File: config.mk
export PLATFORM = sky130hd
export DESIGN_NAME = igv_regs
export DESIGN_NICKNAME = d
export VERILOG_FILES = /design/src/igv_pkg.sv /design/src/igv_ramp_if.sv /design/src/igv_ramp.sv /design/src/igv_regs.sv
export VERILOG_INCLUDE_DIRS = /design/src
export SDC_FILE = /design/constraint.sdc
export NUM_CORES = 1
export LEC_CHECK = 0
export ABC_AREA = 0
export BUFFER_PORTS_ARGS = -buffer_cell sky130_fd_sc_hd__buf_2
export CORE_ASPECT_RATIO = 0.5
export CORE_MARGIN = 1.5
export CORE_UTILIZATION = 35
export CTS_CLUSTER_DIAMETER = 80
export DETAILED_ROUTE_END_ITERATION = 8
export MAX_ROUTING_LAYER = met4
export PLACE_DENSITY = 0.54
export SLEW_MARGIN = 20
export SYNTH_ARGS = -nofsm -noshare
export SYNTH_HDL_FRONTEND = slang
export SYNTH_SLANG_ARGS = --single-unit
export TNS_END_PERCENT = 10
File: constraint.sdc
create_clock -name aclk -period 4.2 [get_ports aclk]
set_input_delay 0 -clock aclk [delete_from_list [all_inputs] [get_ports aclk]]
set_output_delay 0 -clock aclk [all_outputs]
set_load 0.1 [all_outputs]
File: src/igv_map.svh
// Purpose: Offsets, field positions, reset values and timing counts of the capture gain and volume registers
// Assumes: Register indices are word indices, byte address is four times the index
// Notes:   Definitions only
`ifndef IGV_MAP_SVH
`define IGV_MAP_SVH

// ==========================================================================
// Register indices
`define IGV_IDX_CAP0_VOL    8'h1f
`define IGV_IDX_CAP1_VOL    8'h20
`define IGV_IDX_CAP2_VOL    8'h21
`define IGV_IDX_CAP3_VOL    8'h22
`define IGV_IDX_AMP0_CTL    8'h23
`define IGV_IDX_AMP1_CTL    8'h24
`define IGV_IDX_AMP2_CTL    8'h25
`define IGV_IDX_LEVELS      8'h30

// ==========================================================================
// Field positions
`define IGV_AMP_MIC_BIT     7
`define IGV_AMP_MUTE_BIT    6
`define IGV_AMP_GAIN_MSB    5

// ==========================================================================
// Reset values
`define IGV_VOL_RESET       8'h00
`define IGV_AMP_RESET       8'h40
`define IGV_VOL_FULL_ATTEN  8'hff

// ==========================================================================
// Timing and bus answers
`define IGV_RAMP_TICKS      5'h10
`define IGV_RESP_OKAY       2'h0
`define IGV_RESP_SLVERR     2'h2

`endif

File: src/igv_pkg.sv
// Purpose: Types shared by the capture gain and volume register bank
// Assumes: Nothing beyond the map header
// Notes:   Types only
package igv_pkg;
    typedef logic [7:0] igv_byte_t;
    typedef enum logic {igv_wr_idle, igv_wr_resp} igv_wr_state_t;
endpackage

File: src/igv_ramp_if.sv
// Purpose: Carrier between the register bank and one volume ramp
// Assumes: One instance per capture channel
// Notes:   Level comes from a flip-flop in the ramp
`timescale 1ns/100ps
`default_nettype none
interface igv_ramp_if;
    logic       enable;
    logic [7:0] target;
    logic [7:0] level;
    modport ctrl (output enable, output target, input level);
    modport ramp (input enable, input target, output level);
endinterface
`default_nettype wire

File: src/igv_ramp.sv
// Purpose: Digital volume ramp of one capture channel
// Assumes: sample_tick is a one-cycle pulse once per sample period
// Notes:   Level code is attenuation, 0.375 dB per code
`timescale 1ns/100ps
`default_nettype none
`include "igv_map.svh"
module igv_ramp
    import igv_pkg::*;
(
    input  wire logic   aclk,
    input  wire logic   aresetn,
    input  wire logic   ce,
    input  wire logic   sample_tick,
    igv_ramp_if.ramp    rp
);
    logic       en_d_ff;
    logic [3:0] div_ff;
    igv_byte_t  level_ff;
    logic [3:0] nxt_div;
    igv_byte_t  nxt_level;
    logic       step_due;

    // ==========================================================================
    // Step timing
    // A fresh enable restarts the divider so the first step is a full period late
    assign step_due  = sample_tick && (div_ff == 4'(`IGV_RAMP_TICKS - 5'h01));
    assign nxt_div   = (!rp.enable || !en_d_ff) ? 4'h0 :
                       sample_tick ? div_ff + 4'h1 : div_ff;
    // Moves one code toward the target, either way, then holds
    assign nxt_level = (!rp.enable || !en_d_ff) ? `IGV_VOL_FULL_ATTEN :
                       !step_due || (level_ff == rp.target) ? level_ff :
                       (level_ff > rp.target) ? level_ff - 8'h01 :
                       level_ff + 8'h01;
    assign rp.level  = level_ff;

    always_ff @(posedge aclk)
    begin
        if (!aresetn)
        begin
            en_d_ff  <= 1'b0;
            div_ff   <= 4'h0;
            level_ff <= `IGV_VOL_FULL_ATTEN;
        end
        else if (ce)
        begin
            en_d_ff  <= rp.enable;
            div_ff   <= nxt_div;
            level_ff <= nxt_level;
        end
    end
endmodule
`default_nettype wire

File: src/igv_regs.sv
// Purpose: Capture volume and input amplifier control registers on an AXI4-Lite slave
// Assumes: Inputs synchronous to aclk; sample_tick pulses once per sample period
// Notes:   Unmapped addresses answer SLVERR, reads of them return zero
//
// Operation
// - Decimator enable starts volume at full attenuation
// - Each volume step lasts sixteen sample periods
// - Ramp counts over 256 attenuation steps
// - Volume code linear, 0.375 dB per code
// - Four volume registers read/write, reset zero
// - Bit 7 selects microphone, powers amplifier
// - Bit 6 mutes, gain ignored, resets muted
// - Six-bit gain, -12 dB plus 0.75 dB/code
// - Amplifier registers reset to 0x40
// - Amplifier register N drives analog input N
`timescale 1ns/100ps
`default_nettype none
`include "igv_map.svh"
module igv_regs
    import igv_pkg::*;
(
    input  wire logic           aclk,
    input  wire logic           aresetn,
    input  wire logic           ce,
    input  wire logic           sample_tick,
    input  wire logic           decimator0_enable,
    input  wire logic           decimator1_enable,
    input  wire logic           decimator2_enable,
    input  wire logic           decimator3_enable,
    input  wire logic [9:0]     s_axi_awaddr,
    input  wire logic           s_axi_awvalid,
    output logic                s_axi_awready,
    input  wire logic [31:0]    s_axi_wdata,
    input  wire logic [3:0]     s_axi_wstrb,
    input  wire logic           s_axi_wvalid,
    output logic                s_axi_wready,
    output logic [1:0]          s_axi_bresp,
    output logic                s_axi_bvalid,
    input  wire logic           s_axi_bready,
    input  wire logic [9:0]     s_axi_araddr,
    input  wire logic           s_axi_arvalid,
    output logic                s_axi_arready,
    output logic [31:0]         s_axi_rdata,
    output logic [1:0]          s_axi_rresp,
    output logic                s_axi_rvalid,
    input  wire logic           s_axi_rready,
    output logic [7:0]          capture0_level,
    output logic [7:0]          capture1_level,
    output logic [7:0]          capture2_level,
    output logic [7:0]          capture3_level,
    output logic [2:0]          amp_mic_select,
    output logic [2:0]          amp_silence,
    output logic [5:0]          amp0_gain_code,
    output logic [5:0]          amp1_gain_code,
    output logic [5:0]          amp2_gain_code
);
    localparam igv_byte_t VOL_IDX [4] = '{`IGV_IDX_CAP0_VOL, `IGV_IDX_CAP1_VOL,
                                          `IGV_IDX_CAP2_VOL, `IGV_IDX_CAP3_VOL};
    localparam igv_byte_t AMP_IDX [3] = '{`IGV_IDX_AMP0_CTL, `IGV_IDX_AMP1_CTL, `IGV_IDX_AMP2_CTL};

    igv_wr_state_t  wr_state_ff;
    logic           aw_hold_ff;
    logic           w_hold_ff;
    logic [9:0]     waddr_ff;
    logic [7:0]     wdata_ff;
    logic           wstrb0_ff;
    logic [1:0]     bresp_ff;
    logic           rvalid_ff;
    logic [31:0]    rdata_ff;
    logic [1:0]     rresp_ff;
    igv_byte_t      vol_ff [4];
    igv_byte_t      amp_ff [3];
    logic [5:0]     gain_out_ff [3];
    igv_byte_t      level_w [4];
    logic [3:0]     dec_en_w;
    logic [3:0]     wr_vol_hit;
    logic [2:0]     wr_amp_hit;
    logic [3:0]     rd_vol_hit;
    logic [2:0]     rd_amp_hit;
    logic           do_write;
    logic           wr_mapped;
    logic           rd_mapped;
    logic           rd_levels_hit;
    logic [7:0]     wr_idx;
    logic [7:0]     rd_idx;
    logic [31:0]    rd_mux;
    logic           ar_take;

    // ==========================================================================
    // Write channel decode
    // Address and data are caught independently, so either may arrive first
    // Readies drop with ce, so a master never sees an address or data transfer that the frozen bank ignores; a response taken while ce is low stays valid
    assign s_axi_awready = ce && !aw_hold_ff && (wr_state_ff == igv_wr_idle);
    assign s_axi_wready  = ce && !w_hold_ff && (wr_state_ff == igv_wr_idle);
    assign s_axi_bvalid  = (wr_state_ff == igv_wr_resp);
    assign s_axi_bresp   = bresp_ff;
    assign do_write      = aw_hold_ff && w_hold_ff && (wr_state_ff == igv_wr_idle);
    assign wr_idx        = waddr_ff[9:2];
    assign wr_mapped     = |wr_vol_hit || |wr_amp_hit || (wr_idx == `IGV_IDX_LEVELS);

    // ==========================================================================
    // Read channel decode
    assign s_axi_arready = ce && !rvalid_ff;
    assign s_axi_rvalid  = rvalid_ff;
    assign s_axi_rdata   = rdata_ff;
    assign s_axi_rresp   = rresp_ff;
    assign ar_take       = s_axi_arvalid && !rvalid_ff;
    assign rd_idx        = s_axi_araddr[9:2];
    assign rd_levels_hit = (rd_idx == `IGV_IDX_LEVELS);
    assign rd_mapped     = |rd_vol_hit || |rd_amp_hit || rd_levels_hit;
    assign rd_mux        = rd_vol_hit[0] ? {24'h000000, vol_ff[0]} :
                           rd_vol_hit[1] ? {24'h000000, vol_ff[1]} :
                           rd_vol_hit[2] ? {24'h000000, vol_ff[2]} :
                           rd_vol_hit[3] ? {24'h000000, vol_ff[3]} :
                           rd_amp_hit[0] ? {24'h000000, amp_ff[0]} :
                           rd_amp_hit[1] ? {24'h000000, amp_ff[1]} :
                           rd_amp_hit[2] ? {24'h000000, amp_ff[2]} :
                           rd_levels_hit ? {level_w[3], level_w[2], level_w[1], level_w[0]} :
                           32'h00000000;

    assign dec_en_w = {decimator3_enable, decimator2_enable, decimator1_enable, decimator0_enable};

    // ==========================================================================
    // Capture channels
    genvar gi;
    generate
        for (gi = 0; gi < 4; gi++)
        begin : g_cap
            igv_ramp_if rif ();
            assign rif.enable     = dec_en_w[gi];
            assign rif.target     = vol_ff[gi];
            assign level_w[gi]    = rif.level;
            assign wr_vol_hit[gi] = (wr_idx == VOL_IDX[gi]);
            assign rd_vol_hit[gi] = (rd_idx == VOL_IDX[gi]);

            igv_ramp u_ramp (
                .aclk        (aclk),
                .aresetn     (aresetn),
                .ce          (ce),
                .sample_tick (sample_tick),
                .rp          (rif.ramp)
            );

            always_ff @(posedge aclk)
            begin
                if (!aresetn)
                    vol_ff[gi] <= `IGV_VOL_RESET;
                else if (ce && do_write && wstrb0_ff && wr_vol_hit[gi])
                    vol_ff[gi] <= wdata_ff;
            end
        end
    endgenerate

    // ==========================================================================
    // Input amplifier controls
    generate
        for (gi = 0; gi < 3; gi++)
        begin : g_amp
            assign wr_amp_hit[gi]     = (wr_idx == AMP_IDX[gi]);
            assign rd_amp_hit[gi]     = (rd_idx == AMP_IDX[gi]);
            // Line mode keeps the amplifier powered down
            assign amp_mic_select[gi] = amp_ff[gi][`IGV_AMP_MIC_BIT];
            assign amp_silence[gi]    = amp_ff[gi][`IGV_AMP_MUTE_BIT];

            always_ff @(posedge aclk)
            begin
                if (!aresetn)
                begin
                    amp_ff[gi]      <= `IGV_AMP_RESET;
                    gain_out_ff[gi] <= 6'h00;
                end
                else if (ce)
                begin
                    if (do_write && wstrb0_ff && wr_amp_hit[gi])
                        amp_ff[gi] <= wdata_ff;
                    // Gain code held frozen while muted, so unmuting resumes cleanly
                    if (!amp_ff[gi][`IGV_AMP_MUTE_BIT])
                        gain_out_ff[gi] <= amp_ff[gi][`IGV_AMP_GAIN_MSB:0];
                end
            end
        end
    endgenerate

    assign amp0_gain_code = gain_out_ff[0];
    assign amp1_gain_code = gain_out_ff[1];
    assign amp2_gain_code = gain_out_ff[2];
    assign capture0_level = level_w[0];
    assign capture1_level = level_w[1];
    assign capture2_level = level_w[2];
    assign capture3_level = level_w[3];

    // ==========================================================================
    // Write handshake
    always_ff @(posedge aclk)
    begin
        if (!aresetn)
        begin
            wr_state_ff <= igv_wr_idle;
            aw_hold_ff  <= 1'b0;
            w_hold_ff   <= 1'b0;
            waddr_ff    <= 10'h000;
            wdata_ff    <= 8'h00;
            wstrb0_ff   <= 1'b0;
            bresp_ff    <= `IGV_RESP_OKAY;
        end
        else if (ce)
        begin
            case (wr_state_ff)
                igv_wr_idle:
                begin
                    if (s_axi_awvalid && s_axi_awready)
                    begin
                        aw_hold_ff <= 1'b1;
                        waddr_ff   <= s_axi_awaddr;
                    end
                    if (s_axi_wvalid && s_axi_wready)
                    begin
                        w_hold_ff <= 1'b1;
                        wdata_ff  <= s_axi_wdata[7:0];
                        wstrb0_ff <= s_axi_wstrb[0];
                    end
                    if (do_write)
                    begin
                        aw_hold_ff  <= 1'b0;
                        w_hold_ff   <= 1'b0;
                        bresp_ff    <= wr_mapped ? `IGV_RESP_OKAY : `IGV_RESP_SLVERR;
                        wr_state_ff <= igv_wr_resp;
                    end
                end
                igv_wr_resp:
                begin
                    if (s_axi_bready)
                        wr_state_ff <= igv_wr_idle;
                end
                default:
                    wr_state_ff <= igv_wr_idle;
            endcase
        end
    end

    // ==========================================================================
    // Read handshake
    always_ff @(posedge aclk)
    begin
        if (!aresetn)
        begin
            rvalid_ff <= 1'b0;
            rdata_ff  <= 32'h00000000;
            rresp_ff  <= `IGV_RESP_OKAY;
        end
        else if (ce)
        begin
            if (ar_take)
            begin
                rvalid_ff <= 1'b1;
                rdata_ff  <= rd_mux;
                rresp_ff  <= rd_mapped ? `IGV_RESP_OKAY : `IGV_RESP_SLVERR;
            end
            else if (s_axi_rready)
                rvalid_ff <= 1'b0;
        end
    end
endmodule
`default_nettype wire

==> flow_metrics.env <==
export IMPL_status="finished, final reports clean"
export IMPL_rsz0062_at_grt="false"
export IMPL_crit_chain="inv_1 > ha_1 > nand4_1 > nor2_1 > a211oi_1 > nor2_1 > inv_1 > ha_1 > a21o_1 > a41oi_2 > a31oi_1 > or3_4 > a2111oi_4 > nor3_1"
export IMPL_drc=0
export IMPL_vias=8260
export IMPL_final_max_slew_viol_count=0
export IMPL_cts_resized=0
export IMPL_crit_type="reg2reg"
export IMPL_io_pins=166
export IMPL_yosysTopAreaCellShare=0.229
export IMPL_netlist_instances=1042
export IMPL_cp_max_fo=6
export IMPL_p_total_uw=3960
export IMPL_yosysTopAreaCell="edfxtp_1"
export IMPL_worst_pin_slew_ps=906
export IMPL_dr_pass1_iters=5
export IMPL_critical_path_arrival_ps=3830
export IMPL_grt_max_degree=44
export IMPL_hold_path_end="aw_hold_ff$_SDFFE_PN0P_"
export IMPL_slowest_stage="edfxtp_1"
export IMPL_wirelength_um=28800
export IMPL_hold_viol_final=0
export IMPL_antenna_found_initial=1
export IMPL_syn_cell_area_mm2=0.00972
export IMPL_async_flop_share=0
export IMPL_tritoncts="done"
export IMPL_synth_common_cells="107 x dfxtp_1, 105 x nand2_1, 84 x nor2_1"
export IMPL_end_kind="register"
export IMPL_start_kind="register"
export IMPL_synth_edff_count=74
export IMPL_setup_viol=0
export IMPL_max_stage_delay_ps=410
export IMPL_yosys_warnings=0
export IMPL_synth_ff_type="dfxtp_1"
export IMPL_num_nets_final=1313
export IMPL_viasPerCell=5.27
export IMPL_numCtsBuffers=17
export IMPL_ant_nets=0
export IMPL_die_y_um=121
export IMPL_regToRegEndpoint="g_cap[2].u_ramp.rp.level[7]$_SDFFE_PN1P_"
export IMPL_min_delay_path_depth=3
export IMPL_grt_pass1_wl_um=44400
export IMPL_ir_worst_vdd_uv=298
export IMPL_yosysMostFrequentCell="dfxtp_1"
export IMPL_synthDistinctLibCells=64
export IMPL_relSlewSlack=0.396
export IMPL_post_place_ws_ps=768
export IMPL_track_usage=0.209
export IMPL_n_fill_cell=2628
export IMPL_port_buffers=132
export IMPL_reg2reg_from="vol_ff[2][7]$_SDFFCE_PN0P_"
export IMPL_dieArea_mm2=0.0288
export IMPL_fin_crit_sh=0.832
export IMPL_synthToLayoutAreaGrowth_pct=18.4
export IMPL_setup_ws_ps=706
export IMPL_yosys_register_bits=181
export IMPL_final_min_clock_period_ps=3490
export IMPL_path_clk_slew_ps=80
export IMPL_fmax_mhz=286
export IMPL_fin_setup_tns_ps=0
export IMPL_clkSinkCount=181
export IMPL_hold_class="in2reg"
export IMPL_core_area_mm2=0.0269
export IMPL_reg2regPathDepth=14
export IMPL_rows=42
export IMPL_clock_skew_ps=20.1
export IMPL_start_util=0.362
export IMPL_reg2reg_slack_ps=710
export IMPL_cp_required_ps=4540
export IMPL_grt_overflow=0
export IMPL_final_core_utilization=0.428
export IMPL_ctsRootBufferMaster="clkbuf_16"
export IMPL_clockBufferDepth=2
export IMPL_gp_congestion=0.898
export IMPL_ys_seq_area_frac=0.449
export IMPL_h_tree_depth=4
export IMPL_syn_area_per_cell_um2=9.33
export IMPL_first_iter_violations=686
export IMPL_dp_hpwl_um=21100
export IMPL_avgRoutedWirePerCell_um=18.4
export IMPL_grt_pass1_vias=7958
export IMPL_synth_top_cells_by_area="edfxtp_1 23%, dfxtp_1 22%, ha_1 7.7%, and2_1 5.3%, nand2_1 4.1%"
export IMPL_p_leak_uw=0.00458
export IMPL_die_w_um=239
export IMPL_dpl_cell_count=1511
export IMPL_hp_start="s_axi_awvalid"
export IMPL_insertion_delay_ps=460
export IMPL_instances_no_fill=1568
export IMPL_cap_violations=0
export IMPL_drive_above_1_share=0.167
export IMPL_powerDensity_mw_per_mm2=344
[critical path, delay by kind of cell (launching register included)]
family | cells | cell delay, ps
AOI/OAI and AO/OA | 5 | 1210
adders and majority gates | 2 | 560
buffers and inverters | 2 | 370
DFF | 1 | 410
and+or+nand+nor | 5 | 810
[state kept, by name, summed over array words and instances (netlist names)]
register and flops:
s_axi_bresp 1, wdata_ff 8, vol_ff 32, wstrb0_ff 1, g_cap.u_ramp.div_ff 16, s_axi_rresp 1, s_axi_rvalid 1, waddr_ff 8
g_cap.u_ramp.en_d_ff 4, amp_ff 24, s_axi_rdata 32, s_axi_bvalid 1, gain_out_ff 18, aw_hold_ff 1, w_hold_ff 1, g_cap.u_ramp.rp.level 32
[what timing repair did]
| action | CTS | global route |
|---|---|---|
| endpoints found under the hold margin | 24 | 0 |
| buffers inserted | 0 | 0 |
| hold buffers | 24 | 0 |
[kinds of logic (layout without fill, tap and decap cells)]
group | count (synthesis) | count (layout) | synth area share
and+or+nand+nor | 409 | 409 | 0.218
buffers and inverters | 105 | 255 | 0.0453
other | 1 | 3 | 0.000386
DFF | 181 | 181 | 0.449
muxes | 12 | 12 | 0.0227
adders and majority gates | 64 | 64 | 0.0855
xor gates and xnor gates | 12 | 12 | 0.0108
AOI/OAI and AO/OA | 258 | 258 | 0.168
[layer usage]
metal / up-vias / track usage / routed length, um
met5: - / - / 0
met4: 0 / 0.0752 / 619
li1: 4018 / - / -
met3: 45 / 0.0461 / 1400
met1: 3989 / 0.274 / 13600
met2: 208 / 0.319 / 13100
[metrics by stage]
stage / hold slack (ps) / cell area [um2]
floorplan: 136 / 9720
CTS: 16.7 / 11500
detailed placement: 250 / 10700
global route: 69.4 / 11500
finish: 28.0 / 11500
global placement: 243 / 10700
[power breakdown]
| group | switching (uW) | total (uW) | internal, uW |
|---|---|---|---|
| clock network | 739 | 1520 | 783 |
| logic | 370 | 521 | 151 |
| registers | 46.2 | 1910 | 1870 |
| total | 1150 | 3960 | 2800 |
[worst max path at each step]
stage                                             start                                        to  slack (ps)  depth (start not counted)
2_1_floorplan  g_cap[2].u_ramp.rp.level[0]$_SDFFE_PN1P_  g_cap[2].u_ramp.rp.level[7]$_SDFFE_PN1P_         380                         14
3_3_place_gp                 vol_ff[2][7]$_SDFFCE_PN0P_  g_cap[2].u_ramp.rp.level[7]$_SDFFE_PN1P_         800                         14
3_5_place_dp                 vol_ff[2][7]$_SDFFCE_PN0P_  g_cap[2].u_ramp.rp.level[7]$_SDFFE_PN1P_         770                         14
4_1_cts                      vol_ff[2][7]$_SDFFCE_PN0P_  g_cap[2].u_ramp.rp.level[7]$_SDFFE_PN1P_         730                         14
5_1_grt        g_cap[3].u_ramp.rp.level[0]$_SDFFE_PN1P_  g_cap[3].u_ramp.rp.level[7]$_SDFFE_PN1P_         430                         14
6_report                     vol_ff[2][7]$_SDFFCE_PN0P_  g_cap[2].u_ramp.rp.level[7]$_SDFFE_PN1P_         710                         14
[layout by cell type (no fill, tap or decap), types with 8 or more instances in the layout]
cell / n
a21o_1: 14
a21oi_1: 76
a22oi_1: 31
and2_1: 83
buf_2: 132
buf_4: 13
clkbuf_16: 17
dfxtp_1: 107
dlygate4sd3_1: 24
edfxtp_1: 74
ha_1: 60
inv_1: 53
mux4_2: 8
nand2_1: 105
nand2b_1: 17
nand3_1: 16
nand4_1: 16
nor2_1: 84
nor2b_1: 14
nor3_1: 25
o21a_1: 8
o21ai_0: 57
o22ai_1: 17
o31ai_1: 11
[cell type report]
type / count / area, um2 / area share
well taps: 374 / 468 / 0.0407
clock inverters: 12 / 97.6 / 0.00848
flip-flops and latches: 181 / 4360 / 0.379
multi-input cells: 757 / 4920 / 0.428
diodes: 1 / 2.50 / 0.000218
clock buffers: 20 / 447 / 0.0388
inverters: 54 / 203 / 0.0176
repair buffers: 169 / 998 / 0.0868
No activity file was read; power rests on OpenSTA's default activity.
